===== src/sync_pattern_pkg.sv =====
package sync_pattern_pkg;
  // ==================================================================
  // Register offsets
  localparam logic [7:0] MODE_A_OFS = 8'h82;
  localparam logic [7:0] LEN_A_A_OFS = 8'h83;
  localparam logic [7:0] LEN_B_A_OFS = 8'h84;
  localparam logic [7:0] GAP_A_OFS = 8'h85;
  localparam logic [7:0] PAT_A_LO_A_OFS = 8'h86;
  localparam logic [7:0] PAT_A_HI_A_OFS = 8'h87;
  localparam logic [7:0] PAT_B_LO_A_OFS = 8'h88;
  localparam logic [7:0] PAT_B_HI_A_OFS = 8'h89;
  localparam logic [7:0] MODE_B_OFS = 8'hA2;
  localparam logic [7:0] LEN_A_B_OFS = 8'hA3;
  localparam logic [7:0] LEN_B_B_OFS = 8'hA4;
  localparam logic [7:0] GAP_B_OFS = 8'hA5;
  localparam logic [7:0] PAT_A_LO_B_OFS = 8'hA6;
  localparam logic [7:0] PAT_A_HI_B_OFS = 8'hA7;
  localparam logic [7:0] PAT_B_LO_B_OFS = 8'hA8;
  localparam logic [7:0] PAT_B_HI_B_OFS = 8'hA9;
  localparam logic [7:0] STATUS_OFS = 8'hC0;
  localparam logic [7:0] CFG_RESET = 8'h00;
  // ==================================================================
  // Field positions
  localparam int RESYNC_BIT = 7;
  localparam int WC_HI = 6;
  localparam int WC_LO = 3;
  localparam int MANC_BIT = 2;
  localparam int CGAP_HI = 7;
  localparam int CGAP_LO = 3;
  localparam int FGAP_HI = 2;
  localparam int LEN_HI = 4;
  localparam logic [4:0] LEN_MAX = 5'h10;
  // ==================================================================
  // Timing
  localparam logic [7:0] CHIPS_PER_HALF_BIT = 8'h01;
  localparam logic [7:0] SUBS_PER_HALF_BIT = 8'h08;
  typedef enum logic [1:0] {
    MODE_SEQ = 2'h0,
    MODE_PAR = 2'h1,
    MODE_GAP = 2'h2,
    MODE_EXT = 2'h3
  } detect_mode_t;
  typedef enum logic [3:0] {
    ST_HUNT_A = 4'h1,
    ST_HUNT_B = 4'h2,
    ST_GAP = 4'h4,
    ST_FOUND = 4'h8
  } det_state_t;
  typedef struct packed {
    logic [7:0] mode;
    logic [7:0] len_a;
    logic [7:0] len_b;
    logic [7:0] gap;
    logic [15:0] pat_a;
    logic [15:0] pat_b;
  } cfg_set_t;
  typedef struct packed {
    logic valid;
    logic chip;
  } chip_t;
endpackage


===== src/sync_pattern_detector.sv =====
`timescale 1ns/10ps
`default_nettype none
// How it works
// Gap resync bit set resets the bit PLL after the gap.
// Mode bits 6:3 give correlator A wildcard tolerance.
// Readjust off: polarity fixed by the matched start pattern.
// Readjust on: phase realigns on chips 1001 or 0110.
// Mode 00: A then B; B only counts if its length nonzero.
// Mode 01: A or B matching in parallel declares detection.
// Mode 10: A, then gap, then B, in sequence.
// Mode 11: A or B in parallel; first bit 0 for A, 1 for B.
// B length 5 bits in chips, 0 to 10h; higher values unused.
// Coarse gap bits 7:3 count half bits, up to fifteen and a half.
// Coarse gap holds PLL lock only in mode 10.
// Fine gap bits 2:0 count sixteenth bits, up to seven.
// Without resync, fine gap corrects oscillator phase after gap.
// Pattern A low byte is chips 7 to 0, bit 0 least.
// All configuration registers reset to 00h.
// Pattern A high byte is chips 15 to 8, bit 15 most.
// Correlators compare only the programmed count of recent chips.
module sync_pattern_detector (
  // Clock and reset
  input wire logic clk_in,
  input wire logic rst_n_in,
  // Register port
  input wire logic [7:0] addr_in,
  input wire logic [7:0] wdata_in,
  input wire logic wr_in,
  input wire logic rd_in,
  output logic [7:0] rdata_out,
  // Configuration set select
  input wire logic set_b_sel_in,
  // Chip stream from front end (asynchronous)
  input wire logic chip_in,
  input wire logic chip_valid_in,
  // Detection results
  output logic detect_out,
  output logic first_bit_out,
  output logic pll_reset_out,
  output logic pll_hold_out,
  output logic [2:0] phase_corr_out,
  output logic phase_corr_out_valid,
  output logic manc_polarity_out,
  output logic phase_adjust_out
);
  import sync_pattern_pkg::*;

  // ==================================================================
  // Configuration registers
  cfg_set_t cfg_r [2];
  cfg_set_t cfg_nxt [2];
  logic [7:0] rdata_r, rdata_nxt;
  det_state_t st_r, st_nxt;

  always_comb begin
    cfg_nxt = cfg_r;
    rdata_nxt = 8'h00;
    if (wr_in) begin
      unique case (addr_in)
        MODE_A_OFS: cfg_nxt[0].mode = wdata_in;
        LEN_A_A_OFS: cfg_nxt[0].len_a = wdata_in;
        // length field
        LEN_B_A_OFS: cfg_nxt[0].len_b = {3'h0, wdata_in[LEN_HI:0]};
        GAP_A_OFS: cfg_nxt[0].gap = wdata_in;
        // low chips
        PAT_A_LO_A_OFS: cfg_nxt[0].pat_a[7:0] = wdata_in;
        // high chips
        PAT_A_HI_A_OFS: cfg_nxt[0].pat_a[15:8] = wdata_in;
        PAT_B_LO_A_OFS: cfg_nxt[0].pat_b[7:0] = wdata_in;
        PAT_B_HI_A_OFS: cfg_nxt[0].pat_b[15:8] = wdata_in;
        MODE_B_OFS: cfg_nxt[1].mode = wdata_in;
        LEN_A_B_OFS: cfg_nxt[1].len_a = wdata_in;
        LEN_B_B_OFS: cfg_nxt[1].len_b = {3'h0, wdata_in[LEN_HI:0]};
        GAP_B_OFS: cfg_nxt[1].gap = wdata_in;
        PAT_A_LO_B_OFS: cfg_nxt[1].pat_a[7:0] = wdata_in;
        PAT_A_HI_B_OFS: cfg_nxt[1].pat_a[15:8] = wdata_in;
        PAT_B_LO_B_OFS: cfg_nxt[1].pat_b[7:0] = wdata_in;
        PAT_B_HI_B_OFS: cfg_nxt[1].pat_b[15:8] = wdata_in;
        default: ;
      endcase
    end
    if (rd_in && addr_in == STATUS_OFS) begin
      rdata_nxt = {4'h0, st_r};
    end
  end

  // reset values
  always_ff @(posedge clk_in or negedge rst_n_in) begin
    if (!rst_n_in) begin
      cfg_r[0] <= '0;
      cfg_r[1] <= '0;
      rdata_r <= CFG_RESET;
    end else begin
      cfg_r <= cfg_nxt;
      rdata_r <= rdata_nxt;
    end
  end
  assign rdata_out = rdata_r;

  // ==================================================================
  // Active set
  cfg_set_t cfg;
  detect_mode_t mode;
  assign cfg = set_b_sel_in ? cfg_r[1] : cfg_r[0];
  assign mode = detect_mode_t'(cfg.mode[1:0]);

  // ==================================================================
  // Input synchroniser
  chip_t sync1_r, sync2_r, prev_r;
  always_ff @(posedge clk_in or negedge rst_n_in) begin
    if (!rst_n_in) begin
      sync1_r <= '0;
      sync2_r <= '0;
      prev_r <= '0;
    end else begin
      sync1_r <= '{chip_valid_in, chip_in};
      sync2_r <= sync1_r;
      prev_r <= sync2_r;
    end
  end
  logic chip_stb;
  assign chip_stb = sync2_r.valid && !prev_r.valid;

  // ==================================================================
  // Shift register and correlators
  logic [15:0] shift_r, shift_nxt;
  always_comb begin
    shift_nxt = shift_r;
    if (chip_stb) begin
      shift_nxt = {shift_r[14:0], sync2_r.chip};
    end
  end
  always_ff @(posedge clk_in or negedge rst_n_in) begin
    if (!rst_n_in) begin
      shift_r <= '0;
    end else begin
      shift_r <= shift_nxt;
    end
  end

  function automatic logic [4:0] errs(input logic [15:0] s,
    input logic [15:0] p, input logic [4:0] len);
    logic [4:0] n;
    n = 5'h00;
    for (int i = 0; i < 16; i++) begin
      if (5'(i) < len && s[i] != p[i]) begin
        n = n + 5'h01;
      end
    end
    return n;
  endfunction

  logic [4:0] len_a, len_b;
  logic match_a, match_b;
  always_comb begin
    len_a = (cfg.len_a[4:0] > LEN_MAX) ? LEN_MAX : cfg.len_a[4:0];
    len_b = (cfg.len_b[4:0] > LEN_MAX) ? LEN_MAX : cfg.len_b[4:0];
    // compare programmed length; R2 wildcards on A
    match_a = (len_a != 5'h00) && chip_stb &&
      (errs(shift_nxt, cfg.pat_a, len_a) <=
       {1'b0, cfg.mode[WC_HI:WC_LO]});
    match_b = (len_b != 5'h00) && chip_stb &&
      (errs(shift_nxt, cfg.pat_b, len_b) == 5'h00);
  end

  // ==================================================================
  // Detection state machine
  logic [7:0] gap_cnt_r, gap_cnt_nxt;
  logic [4:0] b_cnt_r, b_cnt_nxt;
  logic det_nxt, first_nxt, prst_nxt, hold_nxt, pcv_nxt;
  logic det_r, first_r, prst_r, hold_r, pcv_r;
  logic [7:0] sub_r, sub_nxt;

  always_comb begin
    st_nxt = st_r;
    gap_cnt_nxt = gap_cnt_r;
    b_cnt_nxt = b_cnt_r;
    sub_nxt = sub_r;
    det_nxt = 1'b0;
    first_nxt = first_r;
    prst_nxt = 1'b0;
    pcv_nxt = 1'b0;
    hold_nxt = 1'b0;
    unique case (st_r)
      ST_HUNT_A: begin
        unique case (mode)
          // sequential
          MODE_SEQ: begin
            if (match_a) begin
              if (len_b == 5'h00) begin
                det_nxt = 1'b1;
                st_nxt = ST_FOUND;
              end else begin
                b_cnt_nxt = 5'h00;
                st_nxt = ST_HUNT_B;
              end
            end
          end
          // either pattern
          MODE_PAR: begin
            if (match_a || match_b) begin
              det_nxt = 1'b1;
              st_nxt = ST_FOUND;
            end
          end
          // A then gap
          MODE_GAP: begin
            if (match_a) begin
              gap_cnt_nxt = {3'h0, cfg.gap[CGAP_HI:CGAP_LO]};
              sub_nxt = 8'h00;
              st_nxt = ST_GAP;
            end
          end
          // first bit by pattern
          MODE_EXT: begin
            if (match_a || match_b) begin
              det_nxt = 1'b1;
              first_nxt = !match_a;
              st_nxt = ST_FOUND;
            end
          end
        endcase
      end
      ST_GAP: begin
        // hold PLL in gap mode
        hold_nxt = 1'b1;
        // half bit steps
        if (chip_stb) begin
          if (gap_cnt_r == 8'h00) begin
            b_cnt_nxt = 5'h00;
            st_nxt = ST_HUNT_B;
            hold_nxt = 1'b0;
            // resync after gap
            if (cfg.mode[RESYNC_BIT]) begin
              prst_nxt = 1'b1;
            end else begin
              // fine phase correction
              pcv_nxt = 1'b1;
            end
          end else begin
            gap_cnt_nxt = gap_cnt_r - CHIPS_PER_HALF_BIT;
          end
        end
      end
      ST_HUNT_B: begin
        if (match_b && (mode != MODE_SEQ || b_cnt_r + 5'h01 >= len_b))
        begin
          det_nxt = 1'b1;
          first_nxt = 1'b0;
          st_nxt = ST_FOUND;
        end else if (chip_stb) begin
          b_cnt_nxt = b_cnt_r + 5'h01;
          if (b_cnt_r >= len_b) begin
            st_nxt = ST_HUNT_A;
          end
        end
      end
      ST_FOUND: begin
        st_nxt = ST_FOUND;
      end
      default: st_nxt = ST_HUNT_A;
    endcase
    // A write outside hunt A restarts the hunt
    if (wr_in && st_r != ST_HUNT_A) begin
      st_nxt = ST_HUNT_A;
      hold_nxt = 1'b0;
      prst_nxt = 1'b0;
      pcv_nxt = 1'b0;
      det_nxt = 1'b0;
    end
  end

  always_ff @(posedge clk_in or negedge rst_n_in) begin
    if (!rst_n_in) begin
      st_r <= ST_HUNT_A;
      gap_cnt_r <= 8'h00;
      b_cnt_r <= 5'h00;
      sub_r <= 8'h00;
      det_r <= 1'b0;
      first_r <= 1'b0;
      prst_r <= 1'b0;
      hold_r <= 1'b0;
      pcv_r <= 1'b0;
    end else begin
      st_r <= st_nxt;
      gap_cnt_r <= gap_cnt_nxt;
      b_cnt_r <= b_cnt_nxt;
      sub_r <= sub_nxt;
      det_r <= det_nxt;
      first_r <= first_nxt;
      prst_r <= prst_nxt;
      hold_r <= hold_nxt;
      pcv_r <= pcv_nxt;
    end
  end

  // ==================================================================
  // Manchester polarity
  logic pol_r, pol_nxt, padj_r, padj_nxt;
  logic [2:0] fgap_r;
  always_comb begin
    pol_nxt = pol_r;
    padj_nxt = 1'b0;
    // polarity from start pattern
    if (det_nxt) begin
      pol_nxt = match_a ? cfg.pat_a[0] : cfg.pat_b[0];
    end else if (cfg.mode[MANC_BIT] && st_r == ST_FOUND && chip_stb &&
      (shift_nxt[3:0] == 4'h9 || shift_nxt[3:0] == 4'h6)) begin
      // readjust on 1001 or 0110
      pol_nxt = shift_nxt[0];
      padj_nxt = 1'b1;
    end
  end
  always_ff @(posedge clk_in or negedge rst_n_in) begin
    if (!rst_n_in) begin
      pol_r <= 1'b0;
      padj_r <= 1'b0;
      fgap_r <= 3'h0;
    end else begin
      pol_r <= pol_nxt;
      padj_r <= padj_nxt;
      // sixteenth bit steps
      fgap_r <= pcv_nxt ? cfg.gap[FGAP_HI:0] : 3'h0;
    end
  end

  assign detect_out = det_r;
  assign first_bit_out = first_r;
  assign pll_reset_out = prst_r;
  assign pll_hold_out = hold_r;
  assign phase_corr_out = fgap_r;
  assign phase_corr_out_valid = pcv_r;
  assign manc_polarity_out = pol_r;
  assign phase_adjust_out = padj_r;

  // ==================================================================
  // Assertions
  resync_pulse_a: assert property (@(posedge clk_in) disable iff (!rst_n_in)
    pll_reset_out |-> $past(cfg.mode[RESYNC_BIT]))
    else $error("pll reset without resync");
  fine_corr_a: assert property (@(posedge clk_in) disable iff (!rst_n_in)
    phase_corr_out_valid |-> !$past(cfg.mode[RESYNC_BIT]))
    else $error("phase correction with resync");
  hold_mode_a: assert property (@(posedge clk_in) disable iff (!rst_n_in)
    pll_hold_out |-> $past(mode) == MODE_GAP)
    else $error("pll hold outside gap mode");
  found_seq_a: assert property (@(posedge clk_in) disable iff (!rst_n_in)
    detect_out |=> st_r == ST_FOUND)
    else $error("detect without found state");
  ext_bit_a: assert property (@(posedge clk_in) disable iff (!rst_n_in)
    $rose(detect_out) && $past(mode) == MODE_EXT && $past(match_a)
    |-> !first_bit_out)
    else $error("extended first bit wrong");
  det_pulse_a: assert property (@(posedge clk_in) disable iff (!rst_n_in)
    detect_out |=> !detect_out)
    else $error("detect pulse longer than one cycle");
  cover_det: cover property (@(posedge clk_in) detect_out);
  cover_gap: cover property (@(posedge clk_in) pll_hold_out);
  cover_adj: cover property (@(posedge clk_in) phase_adjust_out);
endmodule
`default_nettype wire


===== config.mk =====
export PLATFORM = sky130hd
export DESIGN_NAME = sync_pattern_detector
export DESIGN_NICKNAME = d
export VERILOG_FILES = /design/src/sync_pattern_pkg.sv /design/src/sync_pattern_detector.sv
export SDC_FILE = /design/constraint.sdc
export NUM_CORES = 1
export LEC_CHECK = 0
export BUFFER_PORTS_ARGS = -buffer_cell sky130_fd_sc_hd__buf_2
export CAP_MARGIN = 30
export CORE_MARGIN = 8
export CORE_UTILIZATION = 58
export CTS_CLUSTER_SIZE = 14
export DETAILED_ROUTE_END_ITERATION = 10
export HOLD_SLACK_MARGIN = 0.12
export PLACE_DENSITY = 0.78
export SYNTH_ARGS = -nofsm -noshare
export SYNTH_HDL_FRONTEND = slang
export SYNTH_SLANG_ARGS = --single-unit

===== constraint.sdc =====
create_clock -name clk_in -period 13.5 [get_ports clk_in]
set_input_delay 2.7 -clock clk_in [delete_from_list [all_inputs] [get_ports clk_in]]
set_output_delay 2.7 -clock clk_in [all_outputs]
set_load 0.05 [all_outputs]

==> results of run 1 <==
power by group:
part / switching (mW) / internal [mW] / leakage, nW
sequential: 0.0488 / 0.551 / 2.27
combinational: 0.551 / 0.436 / 4.08
clock: 0.195 / 0.258 / 0.251
total: 0.794 / 1.24 / 6.60
final timing paths:
path | to | slack, ns | cells past startpoint
worst max-delay path | b_cnt_r[2] | 0.41 | 59
worst min-delay path | sync2_r[1] | 0.35 | 0
worst max register to register | b_cnt_r[2] | 1.64 | 60
worst min register to register | sync2_r[1] | 0.35 | 0
max in group asynchronous | cfg_r[4] | 10.02 | 3
min in group asynchronous | gap_cnt_r[4] | 2.33 | 1
cells in the final DEF (no fill, tap or decap), types with 10 or more instances in the layout:
| cell type | count |
|---|---|
| xor2_1 | 34 |
| nor3_1 | 19 |
| and2_1 | 16 |
| ha_1 | 36 |
| a21oi_1 | 31 |
| nand2b_1 | 20 |
| buf_2 | 35 |
| a211oi_1 | 10 |
| nand2_1 | 77 |
| buf_4 | 47 |
| mux2i_1 | 73 |
| xnor2_2 | 16 |
| nor4_1 | 14 |
| nor2b_1 | 11 |
| mux2_2 | 132 |
| o21ai_0 | 39 |
| nand3_1 | 35 |
| nor2_1 | 82 |
| a21o_1 | 10 |
| xnor2_1 | 48 |
| dfrtp_1 | 167 |
| clkbuf_16 | 17 |
| inv_1 | 51 |
| and3_1 | 15 |
synthesized netlist by cell type (10+ instances only):
cell and instances:
clkbuf_1 26, nor3_1 23, inv_1 54, nor2b_1 13, ha_1 46, nand3_1 37
xnor2_1 50, xnor2_2 14, nand2_1 79, mux2i_1 74, xor2_1 34, a21oi_1 34
o21ai_0 47, and3_1 15, mux2_2 135, nor4_1 15, nand2b_1 21, and2_1 17
nor2_1 88, a211oi_1 11, a21o_1 10, dfrtp_1 167, or3_1 11
cell type report:
class | count | area (um^2)
well taps | 275 | 344.1
flip-flops and latches | 168 | 4205
inverters | 58 | 217.7
repair buffers | 87 | 600.6
clock buffers | 24 | 461.7
multi-input cells | 976 | 8235
clock inverters | 7 | 71.32
fillers | 1638 | 6952
through the flow:
| step | hold slack (ns) | util [%] | TNS [ns] | worst slack, ns |
|---|---|---|---|---|
| floorplan | 0.3312 | - | -5.454 | -0.5484 |
| finish | 0.3485 | 67.03 | 0 | 0.4054 |
| global route | 0.3642 | 67.03 | -0.1620 | -0.1012 |
| detailed placement | 0.3358 | 63.09 | -4.545 | -0.3291 |
| global placement | 0.3333 | 63.07 | -0.004827 | -0.004827 |
| CTS | 0.3507 | 65.62 | 0 | 0.06151 |
worst register-to-register path, delay by kind of cell (launching register included):
kind,cells,cell delay [ns]
flip-flops,1,0.45
AO/OA/AOI/OAI,15,2.13
buffers and inverters,4,0.29
adder cells (fa/ha/maj),15,3.97
AND/OR/NAND/NOR,21,3.35
multiplexers,4,1.43
XOR/XNOR,1,0.14
sequential cells by signal, indices dropped and copies added, names as in the netlist, 2 cells and up:
| register | count |
|---|---|
| cfg_r | 116 |
| shift_r | 16 |
| gap_cnt_r | 8 |
| b_cnt_r | 5 |
| rdata_out | 4 |
| st_r | 4 |
| phase_corr_out | 3 |
| sync1_r | 2 |
| sync2_r | 2 |
what timing repair did:
action	4_1_cts	5_1_grt
buffers inserted	0	11
endpoints found under the setup margin	0	20
resized for setup	0	40
cells by family after synthesis:
group | after synthesis | share of synthesized area [%]
XOR/XNOR | 114 | 10.52
AND/OR/NAND/NOR | 389 | 16.71
other | 1 | 0.02993
flip-flops | 168 | 33.56
adder cells (fa/ha/maj) | 46 | 4.593
AO/OA/AOI/OAI | 208 | 12.12
multiplexers | 214 | 18.87
buffers and inverters | 102 | 3.594
per-layer routing:
layer / up-vias / track usage, %
met5: - / 0
met1: 4868 / 30.15
met2: 274 / 36.93
met3: 60 / 4.120
li1: 4658 / -
met4: 2 / 8.674
==> results.tsv, run 1 <==
metric	value	unit
via count of the first global-routing pass	9581	
met2 WL	14.57	mm
Initial DRC Count	803	
crit end category	flop	
final setup fails	0	
synthesized area per cell	10.09	um^2
maximum vdd drop	0.00009306	V
worst-path maximum fanout	11	
Root Buffer	clkbuf_16	
first-pass GRT wire length	49.10	mm
placed cell count	1551	
GP Congestion	0.8886	
Routed WL	30.57	mm
# clock sinks	168	
Non-Filler Instances	1595	
Max-Slew Margin vs Limit	28.44	%
CTS tree	done	
required time worst endpoint	13.82	ns
Final Skew	0.01081	ns
most frequent CP cell	ha_1	
# H-tree levels	4	
top-area cell type share of the netlist area	33.35	%
ant diodes	0	
PortBufs	36	
Tmin final	13.09	ns
synthesized flop and latch total	168	
Slowest-stage cell, CP	or4_4	
vias per cell	6.183	
Std-Cell Rows	53	
critical setup path kind	primary input to flop	
maxcap violations	0	
area of placed instances	13300	um^2
die area	26560	um^2
Synth cell types	108	
remaining antenna violation count	0	
yosys warns	0	
Post-Syn Area	12530	um^2
io pins	41	
worst skew pair latency	0.43	ns
max incr delay on CP	0.55	ns
Post-DP HPWL	22.40	mm
EDFF count, synth	0	
GRT Residual Overflow	0	
cells taking the most area after synthesis	dfrtp_1, mux2_2, mux2i_1	
HP Start	sync1_r[1]	
Net count, final	1377	
Fmax achieved	76.37	MHz
ys async rst share	100.0	%
Max clock buf depth	2	
Yosys top cell by area	dfrtp_1	
Post-route DRC	0	
Hold-fix buffers, CTS	0	
Setup crit start	set_b_sel_in	
pwr dens	144.2	nW/um^2
WL met3	1.360	mm
outcome	completed	
final worst path period share	97.00	%
Final Power	2.038	mW
hold violation count in the final report	0	
WL/cell	19.17	um
Post-Layout Inst Area	14140	um^2
fin. max-slew vios	0	
post-synthesis sequential area ratio	33.56	%
Routed met1 length	13.75	mm
Pleak	6.599	nW
Pre-antenna DRT Iters	5	
CTS Buf Count	17	
clock-pin slew on the worst setup and hold paths	0.07	ns
Highest Signal Layer	met5	
initial antenna violation count	1	
Arr. time, crit path	13.41	ns
Worst Hold Class	flop to flop	
pin count of the biggest net entering global routing	95	
Vias	9862	
Synth Instances	1242	
reg2reg start	sync2_r[1]	
RSZ-0062 raised after global routing	true	
share of cells above drive strength 1	27.80	%
area grow syn2layout	12.81	%
Buf/Inv on CP	4	
GRT Overall Usage	22.88	%
die width	163.0	um
cell family with most CP delay	adder cells	
CP startpoint kind	primary input	
initial core utilization	59.42	%
core area	21090	um^2
die height	163.0	um
Worst Max-Slew Pin Slew	1.058	ns
dominant synthesized flop cell	dfrtp_1	
Power figures use the tool's default switching activity.
==> run 2: changes to the inputs <==
--- a/config.mk
+++ b/config.mk
@@ -8,11 +8,11 @@
 export BUFFER_PORTS_ARGS = -buffer_cell sky130_fd_sc_hd__buf_2
 export CAP_MARGIN = 30
 export CORE_MARGIN = 8
-export CORE_UTILIZATION = 58
+export CORE_UTILIZATION = 60
 export CTS_CLUSTER_SIZE = 14
 export DETAILED_ROUTE_END_ITERATION = 10
 export HOLD_SLACK_MARGIN = 0.12
-export PLACE_DENSITY = 0.78
+export PLACE_DENSITY = 0.77
 export SYNTH_ARGS = -nofsm -noshare
 export SYNTH_HDL_FRONTEND = slang
 export SYNTH_SLANG_ARGS = --single-unit
==> constraint.sdc (replaced) <==
create_clock -name clk_in -period 14.6 [get_ports clk_in]
set_input_delay 2.92 -clock clk_in [delete_from_list [all_inputs] [get_ports clk_in]]
set_output_delay 2.92 -clock clk_in [all_outputs]
set_load 0.05 [all_outputs]
==> run 2 against run 1 <==
Net effect: sequential share of layout area up 0.97 points; die area down 3.0%; via count down 2.2%; setup slack better by 0.071 ns; critical path type unchanged; sequential power down 7.7%; combinational power down 20%; count of clock-buffer cells in the layout down 7.
==> results.tsv, run 2 (synthesis results as in run 1) <==
metric	value	unit
Largest regs	cfg_r: 116 flops, shift_r: 16 flops, gap_cnt_r: 8 flops	
Post-DP HPWL	21.77	mm
remaining antenna violation count	0	
pwr dens	130.7	nW/um^2
GRT Residual Overflow	0	
# H-tree levels	4	
Post-Layout Inst Area	13690	um^2
maximum vdd drop	0.00007641	V
max reg flops	116	
outcome	completed	
Top reg by flops	cfg_r	
Fmax achieved	70.80	MHz
CP startpoint kind	primary input	
# clock sinks	168	
# resized after CTS	0	
core area	20760	um^2
critical setup path kind	primary input to flop	
first-pass GRT wire length	48.67	mm
required time worst endpoint	14.92	ns
RSZ-0062 raised after global routing	true	
pin count of the biggest net entering global routing	96	
Root Buffer	clkbuf_16	
fin. max-slew vios	0	
initial antenna violation count	0	
GP Congestion	0.9178	
postcts setup bufs	0	
die width	160.5	um
die area	25770	um^2
Slowest-stage cell, CP	or4_4	
maxcap violations	0	
final worst path period share	96.74	%
Max-Slew Margin vs Limit	34.21	%
Tmin final	14.12	ns
Hold-fix buffers, CTS	0	
Post-route DRC	0	
share of cells above drive strength 1	24.03	%
via count of the first global-routing pass	9524	
crit end category	flop	
ant diodes	0	
Vias	9641	
worst skew pair latency	0.44	ns
Pleak	6.417	nW
Pre-antenna DRT Iters	5	
final setup fails	0	
reg2reg setup slack	2.03	ns
max incr delay on CP	0.61	ns
initial core utilization	60.37	%
Final Skew	0.01357	ns
io pins	41	
GRT Overall Usage	23.03	%
Net count, final	1343	
CTS tree	done	
hold violation count in the final report	0	
Max clock buf depth	2	
WL/cell	19.07	um
reg2reg start	sync2_r[1]	
Setup crit start	set_b_sel_in	
worst flop-to-flop path endpoint	b_cnt_r[2]	
PortBufs	36	
area of placed instances	13050	um^2
worst reg2reg path depth	60	
Worst Hold Class	flop to flop	
area grow syn2layout	9.266	%
Std-Cell Rows	53	
commonest cells after routing, fill and taps aside	dfrtp_1, mux2_2, nor2_1	
Worst Max-Slew Pin Slew	0.9832	ns
vias per cell	6.176	
Arr. time, crit path	14.44	ns
worst-path maximum fanout	24	
clock-pin slew on the worst setup and hold paths	0.07	ns
Hold Slack	0.3629	ns
Initial DRC Count	615	
critical path endpoint	b_cnt_r[2]	
commonest non-fill, non-tap cell in the layout	dfrtp_1	
Routed WL	29.76	mm
die height	160.5	um
most frequent CP cell	ha_1	
CTS Buf Count	17	
run 2: layout make-up:
cell class / instances / area [um^2]
Sequential cell: 168 / 4205
Timing Repair Buffer: 54 / 336.6
Fill cell: 1581 / 7064
Clock buffer: 17 / 425.4
Multi-Input combinational cell: 975 / 8009
Inverter: 58 / 217.7
Clock inverter: 14 / 153.9
Tap cell: 275 / 344.1
run 2: through the flow:
| stage | TNS, ns | worst slack [ns] | instances | power, mW | utilization [%] |
|---|---|---|---|---|---|
| 6_report | 0 | 0.4766 | 1561 | 1.789 | 65.97 |
| 5_1_grt | -0.05615 | -0.05615 | 1561 | 1.912 | 65.97 |
| 4_1_cts | 0 | 0.2431 | 1561 | 1.786 | 65.64 |
| 3_5_place_dp | -0.1225 | -0.1213 | 1530 | 1.334 | 62.85 |
| 3_3_place_gp | 0 | 0.2535 | 1528 | 1.310 | 62.77 |
| 2_1_floorplan | 0 | 0.03433 | 1245 | 1.170 | - |
run 2: worst min path at each step:
| stage | endpoint | cells past startpoint | start | slack (ns) |
|---|---|---|---|---|
| 2_1_floorplan | sync2_r[0] | 0 | sync1_r[0] | 0.33 |
| 3_3_place_gp | sync2_r[0] | 0 | sync1_r[0] | 0.33 |
| 3_5_place_dp | sync2_r[0] | 0 | sync1_r[0] | 0.35 |
| 4_1_cts | sync2_r[0] | 0 | sync1_r[0] | 0.37 |
| 5_1_grt | sync2_r[0] | 0 | sync1_r[0] | 0.37 |
| 6_report | sync2_r[1] | 0 | sync1_r[1] | 0.36 |
run 2: worst max-delay path: cells and delay by family:
| family | cells | cell delay (ns) |
|---|---|---|
| buf+inv | 5 | 0.51 |
| simple gates | 20 | 3.00 |
| compound gates | 16 | 2.91 |
| fa+ha+maj | 15 | 4.26 |
| mux | 3 | 0.81 |
run 2: routing by layer:
layer | track usage, % | wire [um] | vias to the layer above
li1 | - | - | 4592
met3 | 3.251 | 1364 | 53
met4 | 7.179 | 619 | 0
met5 | 0 | 0 | -
met1 | 30.97 | 13600 | 4736
met2 | 37.86 | 14180 | 260
run 2: where the power goes:
part / switching [mW] / internal [mW] / total [mW]
sequential: 0.0456 / 0.509 / 0.554
combinational: 0.456 / 0.332 / 0.787
clock: 0.219 / 0.229 / 0.448
